[src/core/watchdog_reset_regs.vh]
`ifndef WATCHDOG_RESET_REGS_VH
`define WATCHDOG_RESET_REGS_VH

// ****************
// Register offsets
// ****************
`define ADDR_WDT_CONTROL   8'h00
`define ADDR_RESET_FLAG    8'h01
`define ADDR_STATUS        8'h02
`define ADDR_PORT          8'h03
`define ADDR_CLOCK_OPTION  8'h04

// ****************
// Field positions and reset values
// ****************
`define WDT_CONTROL_RESET  8'h53
`define KEY_MSB            7
`define KEY_LSB            3
`define SEL_MSB            2
`define KEY_DISABLE        5'h15
`define KEY_ENABLE         5'h0a
`define CORRUPT_BIT        0
`define PORT_DATA_BIT      0
`define PORT_DIR_BIT       1
`define FAST_START_BIT     0

// ****************
// Timing
// ****************
// In 10 ns cycles: 50 ms power-on, 16.7 ms reset delay
`define POR_DELAY_CYCLES   24'h4c4b40
`define RESET_DELAY_CYCLES 24'h197b70
`define STARTUP_LAST       10'h3ff
// Bad key resets on the third sub clock edge
`define KEY_FAIL_EDGE      2'h2

`endif

[src/core/watchdog_and_reset_control.v]
// Local design decisions: the register addresses and the address-and-strobe port.
`timescale 1ns/1ps
`include "watchdog_reset_regs.vh"

module watchdog_and_reset_control #(
    parameter [23:0] POWER_ON_DELAY = `POR_DELAY_CYCLES,
    parameter [23:0] RESET_DELAY    = `RESET_DELAY_CYCLES
) (
    input  wire       clock,
    input  wire       reset,
    input  wire [7:0] address,
    input  wire [7:0] writeData,
    input  wire       writeStrobe,
    input  wire       readStrobe,
    output reg  [7:0] readData,
    input  wire       lowRcClock,
    input  wire       lowCrystalClock,
    input  wire       subClockSelect,
    input  wire       resetPinEnable,
    input  wire       sharedPinIn,
    output wire       sharedPinOut,
    output wire       sharedPinOe,
    input  wire       clearWatchdogInstr,
    input  wire       haltInstr,
    input  wire       sleepMode,
    input  wire       wakeFromDeepSleep,
    input  wire       wakeFromSubSleep,
    input  wire       highCrystalSystem,
    input  wire       lowVoltDetectEnable,
    output wire       chipReset,
    output reg        pcStackReset,
    output wire       cpuRun,
    output wire       subClockRun,
    output reg        systemClockFromSub,
    output reg        timeoutFlag,
    output reg        powerDownFlag,
    output reg        highOscReady,
    output reg        lowOscReady
);

    // ****************
    // Local states
    // ****************
    localparam [1:0] ST_HOLD = 2'h0;
    localparam [1:0] ST_RUN  = 2'h1;
    localparam [1:0] ST_PIN  = 2'h2;

    localparam [1:0] SST_IDLE = 2'h0;
    localparam [1:0] SST_HIGH = 2'h1;
    localparam [1:0] SST_LOW  = 2'h2;

    // ****************
    // Declarations
    // ****************
    wire [2:0]  rawPins;
    reg  [2:0]  syncFirst;
    reg  [2:0]  syncSecond;
    wire        subLevel;
    reg         subPrev;
    wire        subEdge;
    wire        pinLevel;

    reg  [7:0]  wdtControl;
    wire [4:0]  enableKey;
    wire [2:0]  timeoutSelect;
    wire        wdtEnabled;
    wire        keyBad;
    reg  [1:0]  keyFailCount;
    wire        keyFail;
    reg  [17:0] wdtCount;
    wire        tapReached;
    wire        timeoutEvent;
    wire        sleepTimeout;
    wire        normalTimeout;
    wire        fullReset;

    reg  [1:0]  state;
    reg  [1:0]  next_state;
    reg  [23:0] delayCount;
    reg  [23:0] next_delayCount;

    reg         corruptFlag;
    reg         portData;
    reg         portDirection;
    reg         fastStartEnable;
    reg         waitHigh;

    reg  [1:0]  sstState;
    reg  [9:0]  sstCount;
    reg         pendHigh;
    reg         pendLow;
    wire        sstDone;

    wire        writeAny;
    wire        running;

    // ****************
    // Decode helpers
    // ****************

    // Mask of count bits below the selected tap
    function [17:0] tapMask;
        input [2:0] sel;
        begin
            case (sel)
                3'h0:    tapMask = 18'h000ff;
                3'h1:    tapMask = 18'h003ff;
                3'h2:    tapMask = 18'h00fff;
                3'h3:    tapMask = 18'h03fff;
                3'h4:    tapMask = 18'h07fff;
                3'h5:    tapMask = 18'h0ffff;
                3'h6:    tapMask = 18'h1ffff;
                default: tapMask = 18'h3ffff;
            endcase
        end
    endfunction

    // Key is one of the two legal codes
    function keyValid;
        input [4:0] key;
        begin
            keyValid = (key == `KEY_ENABLE) ||
                       (key == `KEY_DISABLE);
        end
    endfunction

    // ****************
    // Pin synchronisers
    // ****************
    assign rawPins = {sharedPinIn, lowCrystalClock, lowRcClock};

    genvar i;
    generate
        for (i = 0; i < 3; i = i + 1) begin : gSync
            // Two flops per pin; reset pin line resets high
            always @(posedge clock) begin
                if (reset) begin
                    syncFirst[i]  <= (i == 2);
                    syncSecond[i] <= (i == 2);
                end else begin
                    syncFirst[i]  <= rawPins[i];
                    syncSecond[i] <= syncFirst[i];
                end
            end
        end
    endgenerate

    // Sub clock source picked by option
    assign subLevel = subClockSelect ? syncSecond[1]
                                     : syncSecond[0];
    assign pinLevel = syncSecond[2];

    // Rising edge of the sub clock
    always @(posedge clock) begin
        if (reset) begin
            subPrev <= 1'b0;
        end else begin
            subPrev <= subLevel;
        end
    end

    assign subEdge = subLevel & ~subPrev;

    // ****************
    // Watchdog
    // ****************
    assign enableKey     = wdtControl[`KEY_MSB:`KEY_LSB];
    assign timeoutSelect = wdtControl[`SEL_MSB:0];
    assign wdtEnabled    = (enableKey == `KEY_ENABLE);
    assign keyBad        = ~keyValid(enableKey);
    assign running       = (state == ST_RUN);

    // Sub clock stops only with watchdog off and detector off
    assign subClockRun = (enableKey != `KEY_DISABLE) |
                         lowVoltDetectEnable;

    // Bad key fires on third sub edge: 2 to 3 periods
    always @(posedge clock) begin
        if (reset || !keyBad || !running) begin
            keyFailCount <= 2'h0;
        end else if (subEdge) begin
            keyFailCount <= keyFailCount + 2'h1;
        end
    end

    assign keyFail = running & keyBad & subEdge &
                     (keyFailCount == `KEY_FAIL_EDGE);

    // Tap reached on the edge that completes the period
    assign tapReached = &(wdtCount | ~tapMask(timeoutSelect));
    assign timeoutEvent = running & wdtEnabled & subClockRun &
                          subEdge & tapReached;
    assign sleepTimeout  = timeoutEvent & sleepMode;
    assign normalTimeout = timeoutEvent & ~sleepMode;
    assign fullReset     = keyFail | normalTimeout;

    // Watchdog count
    always @(posedge clock) begin
        if (reset || !running) begin
            wdtCount <= 18'h00000;
        end else if (keyFail || clearWatchdogInstr || haltInstr) begin
            wdtCount <= 18'h00000;
        end else if (timeoutEvent) begin
            wdtCount <= 18'h00000;
        end else if (wdtEnabled && subEdge) begin
            wdtCount <= wdtCount + 18'h00001;
        end
    end

    // Pulse that clears program counter and stack in sleep
    always @(posedge clock) begin
        if (reset) begin
            pcStackReset <= 1'b0;
        end else begin
            pcStackReset <= sleepTimeout;
        end
    end

    // ****************
    // Reset sequencer
    // ****************

    // Next state of the reset sequencer
    always @* begin
        next_state      = state;
        next_delayCount = delayCount;
        case (state)
            ST_HOLD: begin
                if (resetPinEnable && !pinLevel) begin
                    next_state = ST_PIN;
                end else if (delayCount == 24'h000000) begin
                    next_state = ST_RUN;
                end else begin
                    next_delayCount = delayCount - 24'h000001;
                end
            end
            ST_RUN: begin
                if (resetPinEnable && !pinLevel) begin
                    next_state = ST_PIN;
                end else if (fullReset) begin
                    next_state      = ST_HOLD;
                    next_delayCount = RESET_DELAY - 24'h000001;
                end
            end
            ST_PIN: begin
                if (!resetPinEnable || pinLevel) begin
                    next_state      = ST_HOLD;
                    next_delayCount = RESET_DELAY - 24'h000001;
                end
            end
            default: begin
                next_state      = ST_HOLD;
                next_delayCount = RESET_DELAY - 24'h000001;
            end
        endcase
    end

    // Sequencer registers
    always @(posedge clock) begin
        if (reset) begin
            state      <= ST_HOLD;
            delayCount <= POWER_ON_DELAY - 24'h000001;
        end else begin
            state      <= next_state;
            delayCount <= next_delayCount;
        end
    end

    // Chip held in reset, program counter forced to zero
    assign chipReset = ~running;
    assign cpuRun    = running & ~waitHigh;

    // ****************
    // Status flags
    // ****************

    // Time-out and power-down flags, set beats clear
    always @(posedge clock) begin
        if (reset) begin
            timeoutFlag   <= 1'b0;
            powerDownFlag <= 1'b0;
        end else begin
            if (timeoutEvent) begin
                timeoutFlag <= 1'b1;
            end else if (running &&
                         (clearWatchdogInstr || haltInstr)) begin
                timeoutFlag <= 1'b0;
            end
            if (running && haltInstr) begin
                powerDownFlag <= 1'b1;
            end else if (running && clearWatchdogInstr) begin
                powerDownFlag <= 1'b0;
            end
        end
    end

    assign writeAny = writeStrobe & running;

    // Corrupt flag: bad key sets, software zero clears
    always @(posedge clock) begin
        if (reset) begin
            corruptFlag <= 1'b0;
        end else if (keyFail) begin
            corruptFlag <= 1'b1;
        end else if (writeAny && address == `ADDR_RESET_FLAG &&
                     !writeData[`CORRUPT_BIT]) begin
            corruptFlag <= 1'b0;
        end
    end

    // ****************
    // Software registers
    // ****************

    // Control, port and clock option registers
    always @(posedge clock) begin
        if (reset || fullReset) begin
            wdtControl      <= `WDT_CONTROL_RESET;
            portData        <= 1'b1;
            portDirection   <= 1'b1;
            fastStartEnable <= 1'b0;
        end else if (writeAny) begin
            case (address)
                `ADDR_WDT_CONTROL: wdtControl <= writeData;
                `ADDR_PORT: begin
                    portData      <= writeData[`PORT_DATA_BIT];
                    portDirection <= writeData[`PORT_DIR_BIT];
                end
                `ADDR_CLOCK_OPTION:
                    fastStartEnable <= writeData[`FAST_START_BIT];
                default: ;
            endcase
        end
    end

    // Read data valid only in the cycle after the strobe
    always @(posedge clock) begin
        if (reset || !readStrobe) begin
            readData <= 8'h00;
        end else begin
            case (address)
                `ADDR_WDT_CONTROL: readData <= wdtControl;
                `ADDR_RESET_FLAG:  readData <= {7'h00, corruptFlag};
                `ADDR_STATUS:      readData <= {4'h0, lowOscReady,
                                     highOscReady, powerDownFlag,
                                     timeoutFlag};
                `ADDR_PORT:        readData <= {5'h00, pinLevel,
                                     portDirection, portData};
                `ADDR_CLOCK_OPTION:
                    readData <= {7'h00, fastStartEnable};
                default:           readData <= 8'h00;
            endcase
        end
    end

    // Shared pin: reset input or general I/O bit
    assign sharedPinOut = portData;
    assign sharedPinOe  = ~resetPinEnable & ~portDirection;

    // ****************
    // Shared start-up timer
    // ****************
    assign sstDone = (sstState == SST_HIGH &&
                      sstCount == `STARTUP_LAST) ||
                     (sstState == SST_LOW &&
                      (sstCount == `STARTUP_LAST ||
                       !subClockSelect));

    // High crystal served first, low crystal after it
    always @(posedge clock) begin
        if (reset) begin
            sstState     <= SST_IDLE;
            sstCount     <= 10'h000;
            pendHigh     <= 1'b1;
            pendLow      <= 1'b1;
            highOscReady <= 1'b0;
            lowOscReady  <= 1'b0;
        end else begin
            if (wakeFromDeepSleep ||
                (wakeFromSubSleep && highCrystalSystem)) begin
                pendHigh     <= 1'b1;
                highOscReady <= 1'b0;
            end
            if (wakeFromDeepSleep) begin
                pendLow     <= 1'b1;
                lowOscReady <= 1'b0;
            end
            case (sstState)
                SST_IDLE: begin
                    sstCount <= 10'h000;
                    if (pendHigh) begin
                        sstState <= SST_HIGH;
                    end else if (pendLow) begin
                        sstState <= SST_LOW;
                    end
                end
                SST_HIGH: begin
                    sstCount <= sstCount + 10'h001;
                    if (sstDone) begin
                        sstState     <= SST_IDLE;
                        pendHigh     <= 1'b0;
                        highOscReady <= 1'b1;
                    end
                end
                SST_LOW: begin
                    sstCount <= sstCount + 10'h001;
                    if (sstDone) begin
                        sstState    <= SST_IDLE;
                        pendLow     <= 1'b0;
                        lowOscReady <= 1'b1;
                    end
                end
                default: sstState <= SST_IDLE;
            endcase
        end
    end

    // ****************
    // Wake clocking
    // ****************

    // Execution waits for the high oscillator except on a sub wake with fast start or without high crystal system
    always @(posedge clock) begin
        if (reset) begin
            waitHigh <= 1'b1;
        end else if (wakeFromDeepSleep || (wakeFromSubSleep &&
                     highCrystalSystem && !fastStartEnable)) begin
            waitHigh <= 1'b1;
        end else if (highOscReady) begin
            waitHigh <= 1'b0;
        end
    end

    // Fast start runs from the sub clock until high is ready
    always @(posedge clock) begin
        if (reset) begin
            systemClockFromSub <= 1'b0;
        end else if (wakeFromSubSleep && highCrystalSystem &&
                     fastStartEnable) begin
            systemClockFromSub <= 1'b1;
        end else if (highOscReady) begin
            systemClockFromSub <= 1'b0;
        end
    end

endmodule

[config.mk]
export PLATFORM = sky130hd
export DESIGN_NAME = watchdog_and_reset_control
export DESIGN_NICKNAME = d
export VERILOG_FILES = /design/src/core/watchdog_and_reset_control.v
export VERILOG_INCLUDE_DIRS = /design/src /design/src/core
export SDC_FILE = /design/constraint.sdc
export NUM_CORES = 1
export LEC_CHECK = 0
export BUFFER_PORTS_ARGS = -buffer_cell sky130_fd_sc_hd__clkbuf_2
export CAP_MARGIN = 0
export CORE_MARGIN = 5
export CORE_UTILIZATION = 37
export CTS_BUF_LIST = sky130_fd_sc_hd__clkbuf_8
export CTS_CLUSTER_SIZE = 8
export DETAILED_ROUTE_END_ITERATION = 12
export PLACE_DENSITY = 0.64
export SLEW_MARGIN = 40
export SYNTH_ARGS = -nofsm -noshare
export SYNTH_HDL_FRONTEND = slang
export SYNTH_SLANG_ARGS = --single-unit
[constraint.sdc]
create_clock -name clock -period 3.2 [get_ports clock]
set_input_delay 0.8 -clock clock [delete_from_list [all_inputs] [get_ports clock]]
set_output_delay 0.8 -clock clock [all_outputs]
set_load 0.05 [all_outputs]
==> Word-level counts from Yosys, hierarchy flattened <==
Cells that the tools add are included.
{ "word_totals": {"ff_bits": 94, "out_inout_bits": 19} }
{ "op_classes": {"n_eq_ne": 28, "bitwise_logic": 24, "n_mux": 40, "n_reduce_logical": 53, "add_sub_neg": 4} }
{ "ops": {"columns": ["cell", "count"], "rows": [
  ["18-bit one-hot mux with 7 select lines", 1],
  ["24-bit 2-to-1 mux", 5],
  ["24-bit one-hot mux with 3 select lines", 1],
  ["8-bit one-hot mux with 5 select lines", 1],
  ["24-bit logical NOT", 1],
  ["24-bit by 1-bit subtractor with 24-bit output, second input constant", 1],
  ["1-bit 2-to-1 mux", 21],
  ["10-bit one-hot mux with 2 select lines", 1],
  ["18-bit by 1-bit adder with 18-bit output, second input constant", 1],
  ["18-bit inverter", 1],
  ["18-bit bitwise OR", 1],
  ["18-bit AND reduction", 1],
  ["8-bit by 2-bit equality test with 1-bit output, second input constant", 2],
  ["2-bit 2-to-1 mux", 8],
  ["1-bit logical OR", 14],
  ["1-bit bitwise AND", 13],
  ["1-bit logical AND", 12],
  ["10-bit by 1-bit adder with 10-bit output, second input constant", 1],
  ["10-bit equality test, second input constant", 1],
  ["2-bit != test, second input constant", 5],
  ["2-bit nonzero test", 5],
  ["3-bit equality test, second input constant", 3],
  ["8-bit by 1-bit equality test with 1-bit output, second input constant", 1],
  ["8-bit by 3-bit equality test with 1-bit output, second input constant", 1],
  ["24 further kinds", 47]
]} }

==> Longest topological paths before layout <==
Gate-level depths: netlist of the first run.
{ "logic_depth": {"depth_word": 11, "depth_mapped": 12, "depth_no_buf": 9} }

==> Worst setup path after synthesis of the first run <==
Ideal clock, no wire load.
{ "synth_timing": {"path_kind": "input to register", "start": "input subClockSelect", "end": "register delayCount[15]", "path_slack_ns": 0.470, "n_path_buf": 1, "cell_stages": 8, "required_time_ns": 3.066, "arrival_time_ns": 2.596, "path_cell_list": "mux2i_1 -> nor4b_4 -> nand4_2 -> or4_1 -> a21o_1 -> buf_4 -> o41ai_1 -> a21oi_1"} }
{ "synth_via": {"elab_chain_cells": 8, "elab_cells_between_ends": 10} }
{ "synth_lines": {"columns": ["element", "line", "text"], "rows": [
  ["start, declared", "watchdog_and_reset_control.v:18", "input wire subClockSelect,"],
  ["1-bit 2-to-1 mux *", "watchdog_and_reset_control.v:149", "assign subLevel = subClockSelect ? syncSecond[1]"],
  ["1-bit bitwise AND *", "watchdog_and_reset_control.v:162", "assign subEdge = subLevel & ~subPrev;"],
  ["1-bit bitwise AND", "watchdog_and_reset_control.v:191", "assign timeoutEvent = running & wdtEnabled & subClockRun &"],
  ["1-bit bitwise AND", "watchdog_and_reset_control.v:192", "subEdge & tapReached;"],
  ["1-bit bitwise AND", "watchdog_and_reset_control.v:194", "assign normalTimeout = timeoutEvent & ~sleepMode;"],
  ["1-bit bitwise OR *", "watchdog_and_reset_control.v:195", "assign fullReset = keyFail | normalTimeout;"],
  ["2-bit != test (no line) *", null, null],
  ["5-bit AND reduction (no line) *", null, null],
  ["end signal, assigned", "watchdog_and_reset_control.v:262", "delayCount <= POWER_ON_DELAY - 24'h000001;"],
  ["end signal, assigned", "watchdog_and_reset_control.v:265", "delayCount <= next_delayCount;"],
  ["end, declared", "watchdog_and_reset_control.v:79", "reg [23:0] delayCount;"]
]} }
Every way passes the cells marked *; elsewhere a longest branch is shown, timed or not.
A chain may end at the register's enable or synchronous reset.

==> Final worst setup path of the first run <==
{ "layout_timing": {"start": "register delayCount[0]", "end": "register delayCount[13]"} }
{ "layout_via": {"elab_chain_cells": 4, "elab_cells_between_ends": 7} }
{ "layout_lines": {"columns": ["element", "line", "text"], "rows": [
  ["24-bit by 1-bit subtractor with 24-bit output", "watchdog_and_reset_control.v:234", "next_delayCount = delayCount - 24'h000001;"],
  ["24-bit 2-to-1 mux", "watchdog_and_reset_control.v:231", "end else if (delayCount == 24'h000000) begin"],
  ["24-bit 2-to-1 mux", "watchdog_and_reset_control.v:229", "if (resetPinEnable && !pinLevel) begin"],
  ["24-bit one-hot mux with 3 select lines", "watchdog_and_reset_control.v:227", "case (state)"]
]} }
Parallel ways exist; a longest one is shown, timed or not. The select of a mux whose other input is x is not followed.

==> results.rst, run 1 <==
.. list-table::
   :header-rows: 1

   * - Metric
     - Value
   * - Final setup fails
     - 0
   * - Tot Pwr
     - 2.31 mW
   * - EDFF count, synth
     - 0
   * - Detailed-router iteration count before antenna repair
     - 4
   * - Total wire length after detailed routing
     - 9.91 mm
   * - Area overhead of the layout relative to synthesis
     - 15.6%
   * - Max Transition Viols Final
     - 0
   * - Global routing usage summed across all routing layers
     - 14.9%
   * - Count of port buffers added during placement
     - 50
   * - Number of buffers on the longest clock path
     - 2
   * - Number of antenna violations at the first check in global routing
     - 0
   * - Power density over the cells
     - 474 mW/mm²
   * - Clock transition at the register clock pins on the worst setup and hold paths after CTS
     - 90 ps
   * - Area of the mapped netlist
     - 0.00422 mm²
   * - Post-place instance area
     - 0.00468 mm²
   * - Worst Setup Start Kind
     - register
   * - Worst Path Required
     - 3480 ps
   * - Share of the clock period used by the worst path after layout
     - 87.8%
   * - Core box area
     - 0.0113 mm²
   * - Cell depth of the worst flop-to-flop path
     - 11
   * - Maximum net fanout on the critical path
     - 10
   * - Post-route setup slack
     - 389 ps
   * - Antenna Diode Count
     - 0
   * - Number of DRC violations after detailed-routing iteration 0
     - 200
   * - Distinct cell type count of the synthesized netlist
     - 56
   * - Sequential fraction of the synthesis area
     - 44.6%
   * - TritonCTS clock tree
     - done
   * - Min-delay worst type
     - reg -> reg
   * - Register bit total from synthesis
     - 94
   * - Die outline height
     - 117 µm
   * - Setup Buffers After CTS
     - 0
   * - Switching Share
     - 27.4%
   * - Seq pwr share
     - 54.2%
   * - Die Wd
     - 117 µm
   * - Switch Pwr
     - 0.634 mW
   * - Relative slew margins
     - 53.3%
   * - Mean instance size in the synthesized netlist
     - 8.76 µm²
   * - Die Outline Area
     - 0.0136 mm²
   * - Worst slack at placement
     - 96.6 ps
   * - Cells after Synth
     - 481
   * - Sum Neg Setup Slack
     - 0 ps
   * - H-tree depth
     - 3
   * - Post-route DRC violation count
     - 0
   * - Yosys synthesis warning count
     - 0
   * - Weighted congestion at the end of routability-driven global placement
     - 0.795
   * - Worst clock skew on the final layout
     - 16.8 ps
   * - Pin count of the biggest net entering global routing
     - 36
   * - Run status
     - completed
   * - Min cycle time layout
     - 2810 ps
   * - Number of antenna-violating nets in the routed design
     - 0
   * - First-pass GRT wire length
     - 16.1 mm
   * - Arrival time of data at the critical path endpoint
     - 3090 ps
   * - Clock network fraction of design power
     - 32.5%
   * - Initial core utilization
     - 37.4%
   * - Synth async-reset ratio
     - 0%
   * - Synth top area share
     - 44.6%
   * - Hold path start
     - syncFirst[0]$_SDFF_PP0_
   * - Number of ports placed on the die boundary
     - 51
   * - Standby leakage power
     - 1.91 nW
   * - Cell-internal power
     - 1.68 mW
   * - Final Cell Area
     - 0.00487 mm²
   * - Grt ovf
     - 0
   * - Total of max-cap violations
     - 0
   * - Post-DP HPWL
     - 7.39 mm
   * - Reg2reg end
     - delayCount[13]$_SDFFE_PP0P_
   * - Critical Setup Path Class
     - reg -> reg
   * - Detailed-route via count
     - 3630
   * - Cell type with the largest total area after synthesis
     - dfxtp_1
   * - Number of buffers created by CTS
     - 9
   * - Worst Tran Pin Value
     - 696 ps
   * - Share of final-layout standard cells stronger than drive strength 1
     - 16.7%
   * - Net Count, Synth
     - 521
   * - Worst-case register-to-register setup slack
     - 390 ps
   * - Achievable clock frequency
     - 356 MHz
   * - Final layout net count
     - 581
   * - Root buffer cell
     - clkbuf_8
   * - Setup repair after global routing missed its margin
     - no
   * - Worst Hold Endpoint
     - syncSecond[0]$_SDFF_PP0_
   * - Most numerous cell in the Yosys netlist
     - dfxtp_1
   * - DP Cell Count
     - 673
   * - Number of endpoints with negative hold slack in the final report
     - 0
   * - Category of the worst setup path capture point
     - register
   * - Leading post-synthesis cells by cell area
     - dfxtp_1, nor2_1, mux2i_1, xor2_1, a21oi_1
   * - Leading register cell type out of synthesis
     - dfxtp_1
   * - Relative contribution of combinational cells to total power
     - 13.3%
   * - Top cells by instance count after synthesis
     - dfxtp_1, nor2_1, nand2_1, a21oi_1, nand3_1
   * - Source of the worst register-to-register timing path
     - delayCount[0]$_SDFFE_PP1P_
   * - TritonCTS sink count
     - 94
   * - Source-to-sink clock delay at the later pin of the worst-skew pair
     - 360 ps
   * - Number of global-route vias before repair
     - 3396
   * - Final instance count without filler cells
     - 689
   * - Worst hold path depth
     - 1
   * - # resized after CTS
     - 0
   * - Count of hold buffers inserted by post-cts repair
     - 0
   * - Number of rows created at floorplan
     - 39
   * - Mean routed wirelength per cell
     - 14.4 µm
   * - Maximum resistive drop on vdd
     - 0.193 mV
   * - Routed via count divided by cell count
     - 5.27
[state kept, by name, summed over array words and instances (netlist names), 2 cells and up]
name          cells
sstCount         10
keyFailCount      2
sstState          2
readData          8
wdtControl        8
delayCount       24
syncSecond        2
syncFirst         3
wdtCount         18
state             2
[how the worst max path moves through the flow]
stage                          startpoint                           to  slack [ps]  depth (start not counted)
6_report       delayCount[0]$_SDFFE_PP1P_  delayCount[13]$_SDFFE_PP0P_         390                         11
5_1_grt        delayCount[0]$_SDFFE_PP1P_  delayCount[13]$_SDFFE_PP0P_         170                         11
4_1_cts        delayCount[0]$_SDFFE_PP1P_  delayCount[13]$_SDFFE_PP0P_         390                         11
3_5_place_dp               subClockSelect  delayCount[17]$_SDFFE_PP0P_         100                          9
3_3_place_gp               subClockSelect  delayCount[17]$_SDFFE_PP0P_         160                          9
2_1_floorplan              subClockSelect  delayCount[15]$_SDFFE_PP0P_         470                          8
[per-stage QoR]
step                      util (%)  hold slack, ps
after floorplan                  -             389
after global placement        41.6             430
after detailed placement      41.6             422
after CTS                     43.2             440
after global routing          43.2             459
final                         43.2             437
[cell usage in the layout (no fill, tap or decap), types with 8 or more instances in the layout]
cell type / netlist / routed
nor2b_1: 8 / 8
o21ai_0: 17 / 17
xnor2_1: 10 / 10
o31ai_1: 10 / 10
xor2_1: 17 / 17
buf_4: 3 / 15
nor2_1: 73 / 73
a21oi_1: 27 / 27
nand4_1: 11 / 11
nand3_1: 18 / 18
clkbuf_8: 0 / 12
ha_1: 8 / 8
or4_1: 8 / 8
and3_1: 8 / 8
mux2i_1: 15 / 15
inv_1: 11 / 13
nand2_1: 35 / 35
nor3_1: 14 / 14
clkbuf_2: 1 / 50
dfxtp_1: 94 / 94
[critical path, stage by stage (launching register included)]
cell	delay, ps
dfxtp_1	330
inv_1	70
ha_1	210
or4b_1	610
and4bb_1	330
a31oi_1	110
nor2_1	170
a21o_1	210
buf_4	210
buf_4	150
nor2_1	40
a311oi_1	270
[layer usage]
metal	up-vias	share of wire [%]	GRT usage, %
li1	1826	-	-
met1	1710	46	19.5
met2	80	47	24.3
met3	14	5.1	2.44
met4	0	2.0	6.50
met5	-	0	0
[layout make-up]
| class | count | area, µm² |
|---|---|---|
| fillers | 1119 | 6400 |
| multi-input cells | 360 | 2220 |
| flip-flops and latches | 94 | 1880 |
| repair buffers | 65 | 363 |
| well taps | 143 | 179 |
| clock buffers | 12 | 165 |
| inverters | 11 | 41.3 |
| clock inverters | 4 | 21.3 |
[power by group through the flow]
stage | Combinational (mW) | Clock [mW] | Sequential [mW]
after global routing | 0.344 | 0.818 | 1.26
final | 0.307 | 0.751 | 1.25
after detailed placement | 0.304 | 0 | 1.28
after floorplan | 0.209 | 0 | 1.28
after global placement | 0.296 | 0 | 1.28
after CTS | 0.308 | 0.772 | 1.25
[kinds of logic (layout without fill, tap and decap cells)]
family	after synthesis	in the layout	synth area share [%]
AOI/OAI and AO/OA	92	92	14.0
xor gates and xnor gates	27	27	5.61
adders and majority gates	9	9	2.61
buffers and inverters	27	92	2.70
DFF	94	94	44.6
muxes	17	17	4.36
and+or+nand+nor	215	215	26.1
No activity file was read; power rests on OpenSTA's default activity.
==> run 2: changes to the inputs <==
Settings changed: CORE_UTILIZATION 37 to 30, MAX_ROUTING_LAYER set to met4, PLACE_DENSITY 0.64 to 0.56.
==> run 2 against run 1 <==
  * Sequential cell count is the same
  * Critical path depth is 2 lower
  * Hold slack worse by 21 ps
  * Clock-buffer cell count down 3
  * Fmax increased by 2.3%
  * Worst setup slack better by 62 ps
  * Clock skew is 0.74 ps higher
  * Largest cell class unchanged
  * Largest power group unchanged
==> results.rst, run 2 (same netlist as run 1, synthesis figures left out) <==
.. list-table::
   :header-rows: 1

   * - Metric
     - Value
   * - Number of antenna violations at the first check in global routing
     - 0 (unchanged)
   * - Arrival time of data at the critical path endpoint
     - 3000 ps (-90 ps)
   * - Total of max-cap violations
     - 0 (unchanged)
   * - Pin count of the biggest net entering global routing
     - 36 (unchanged)
   * - Cell depth of the worst flop-to-flop path
     - 9 (-2)
   * - Standby leakage power
     - 1.88 nW (-1.3%)
   * - Footprint of the multi-input gates
     - 0.00222 mm² (unchanged)
   * - First-pass GRT wire length
     - 16.3 mm (+0.94%)
   * - Setup repair after global routing missed its margin
     - no
   * - Number of DRC violations after detailed-routing iteration 0
     - 247 (+24%)
   * - Grt ovf
     - 0 (unchanged)
   * - TritonCTS sink count
     - 94 (unchanged)
   * - Post-place instance area
     - 0.00472 mm² (+0.67%)
   * - Post-route DRC violation count
     - 0 (unchanged)
   * - Critical Setup Path Class
     - reg -> reg
   * - Final setup fails
     - 0 (unchanged)
   * - Maximum resistive drop on vdd
     - 0.189 mV (-1.8%)
   * - Post-DP HPWL
     - 7.23 mm (-2.1%)
   * - Die Wd
     - 129 µm (+10%)
   * - Number of buffers created by CTS
     - 9 (unchanged)
   * - Relative slew margins
     - 51.8% (-1.5 points)
   * - Most common cell after layout, fill and taps aside
     - dfxtp_1
   * - Share of final-layout standard cells stronger than drive strength 1
     - 16.6% (-0.092 points)
   * - Number of antenna-violating nets in the routed design
     - 0 (unchanged)
   * - Area of all sequential standard cells
     - 0.00188 mm² (unchanged)
   * - Sum Neg Setup Slack
     - 0 ps (unchanged)
   * - Detailed-router iteration count before antenna repair
     - 5 (+1)
   * - Worst Hold Endpoint
     - pinLevel$_SDFF_PP1_
   * - Initial core utilization
     - 30.5% (-6.9 points)
   * - Global routing usage summed across all routing layers
     - 12.4% (-2.5 points)
   * - Setup Buffers After CTS
     - 0 (unchanged)
   * - Leading registers by flop count
     - delayCount x24, wdtCount x18, sstCount x10
   * - Min-delay worst type
     - reg -> reg
   * - Number of buffers on the longest clock path
     - 2 (unchanged)
   * - Clock transition at the register clock pins on the worst setup and hold paths after CTS
     - 90 ps (about the same)
   * - Count of hold buffers inserted by post-cts repair
     - 0 (unchanged)
   * - Die outline height
     - 129 µm (+10%)
   * - Number of endpoints with negative hold slack in the final report
     - 0 (unchanged)
   * - Worst-case register-to-register setup slack
     - 450 ps (+60 ps)
   * - Worst hold path depth
     - 1 (unchanged)
   * - Die Outline Area
     - 0.0165 mm² (+21%)
   * - Most frequent cells in the layout
     - dfxtp_1, nor2_1, clkbuf_2, nand2_1, a21oi_1
   * - Antenna Diode Count
     - 0 (unchanged)
   * - Layout fillers
     - 1390 (+24%)
   * - Power density over the cells
     - 476 mW/mm² (+0.29%)
   * - Max Transition Viols Final
     - 0 (unchanged)
   * - Most flop-heavy register
     - delayCount
   * - Worst Path Required
     - 3450 ps (-30 ps)
   * - Routed via count divided by cell count
     - 5.03 (-4.5%)
   * - Final layout net count
     - 579 (-0.34%)
   * - TritonCTS clock tree
     - done
   * - Number of ports placed on the die boundary
     - 51 (unchanged)
   * - Root buffer cell
     - clkbuf_8
   * - Achievable clock frequency
     - 364 MHz (+2.3%)
   * - Worst Tran Pin Value
     - 718 ps (+22.8 ps)
   * - Hold path start
     - syncFirst[2]$_SDFF_PP1_
   * - Worst clock skew on the final layout
     - 17.5 ps (+0.744 ps)
   * - Number of global-route vias before repair
     - 3426 (+0.88%)
   * - Detailed-route via count
     - 3636 (+0.17%)
   * - Mean routed wirelength per cell
     - 13.6 µm (-5.4%)
   * - Category of the worst setup path capture point
     - register
   * - Count of port buffers added during placement
     - 50 (unchanged)
   * - Number of rows created at floorplan
     - 43 (+10%)
   * - Min cycle time layout
     - 2750 ps (-62.2 ps)
   * - Source of the worst register-to-register timing path
     - delayCount[0]$_SDFFE_PP1P_
   * - Total wire length after detailed routing
     - 9.84 mm (-0.70%)
   * - H-tree depth
     - 3 (unchanged)
   * - Source-to-sink clock delay at the later pin of the worst-skew pair
     - 370 ps (about the same)
   * - # resized after CTS
     - 0 (unchanged)
   * - Share of the clock period used by the worst path after layout
     - 85.9% (-1.9 points)
   * - Core box area
     - 0.0138 mm² (+23%)
   * - Final Cell Area
     - 0.00490 mm² (+0.67%)
   * - Reg2reg end
     - delayCount[18]$_SDFFE_PP1P_
   * - Worst slack at placement
     - 86.6 ps (-10.0 ps)
   * - Worst Setup Start Kind
     - register
   * - Maximum net fanout on the critical path
     - 7 (-3)
   * - Flip-flop count of the largest register, all copies and words added
     - 24 (unchanged)
   * - Post-route setup slack
     - 451 ps (+62.2 ps)
   * - Weighted congestion at the end of routability-driven global placement
     - 0.835 (+5.1%)
   * - Area overhead of the layout relative to synthesis
     - 16.3%
   * - Run status
     - completed
   * - Worst setup path startpoint
     - delayCount[0]$_SDFFE_PP1P_
-- run 2: changes by cell type in the layout (fill, tap and decap cells not counted), moves of 2 or more --
cell and delta:
clkinvlp_4 +2, clkbuf_8 -3, buf_4 -2, inv_1 -2
-- run 2: worst max-delay path by stage --
stage / slack (ps) / cells past startpoint / to
floorplan: 470 / 8 / delayCount[15]$_SDFFE_PP0P_
global placement: 190 / 9 / delayCount[15]$_SDFFE_PP0P_
detailed placement: 90 / 9 / delayCount[17]$_SDFFE_PP0P_
CTS: 470 / 9 / delayCount[18]$_SDFFE_PP1P_
global route: 260 / 9 / delayCount[18]$_SDFFE_PP1P_
finish: 450 / 9 / delayCount[18]$_SDFFE_PP1P_
-- run 2: critical path: stages, from the launching register on --
cell and delay, ps:
dfxtp_1 350, inv_1 80, ha_1 250, or4b_1 590
nor2_1 230, nand2_1 140, or4_1 460, nor3_1 140
o21ai_0 90, a211o_1 300
-- run 2: area by class of cell --
| cell class | instances | area share (%) |
|---|---|---|
| Clock buffer | 9 | 2.53 |
| Timing Repair Buffer | 63 | 7.09 |
| Clock inverter | 6 | 1.30 |
| Inverter | 11 | 0.842 |
| Sequential cell | 94 | 38.4 |
| Multi-Input combinational cell | 360 | 45.3 |
| Tap cell | 180 | 4.59 |
-- run 2: layer usage --
layer | GRT usage, % | wire length, µm
met1 | 15.3 | 4620
met2 | 20.2 | 4610
met3 | 1.78 | 476
met4 | 5.50 | 131
met5 | - | 0
-- run 2: stage by stage --
stage / power (mW) / utilization (%) / cells / hold WS, ps
after global routing: 2.44 / 35.5 / 723 / 428
after CTS: 2.35 / 35.5 / 723 / 426
after detailed placement: 1.58 / 34.1 / 708 / 400
final: 2.33 / 35.5 / 723 / 417
after floorplan: 1.49 / - / 481 / 389
after global placement: 1.57 / 34.1 / 708 / 400
-- run 2: report_power, final --
| group | switching (mW) | internal (mW) | total [mW] |
|---|---|---|---|
| sequential | 0.0396 | 1.21 | 1.25 |
| clock | 0.418 | 0.355 | 0.774 |
| combinational | 0.188 | 0.118 | 0.306 |
| total | 0.646 | 1.69 | 2.33 |
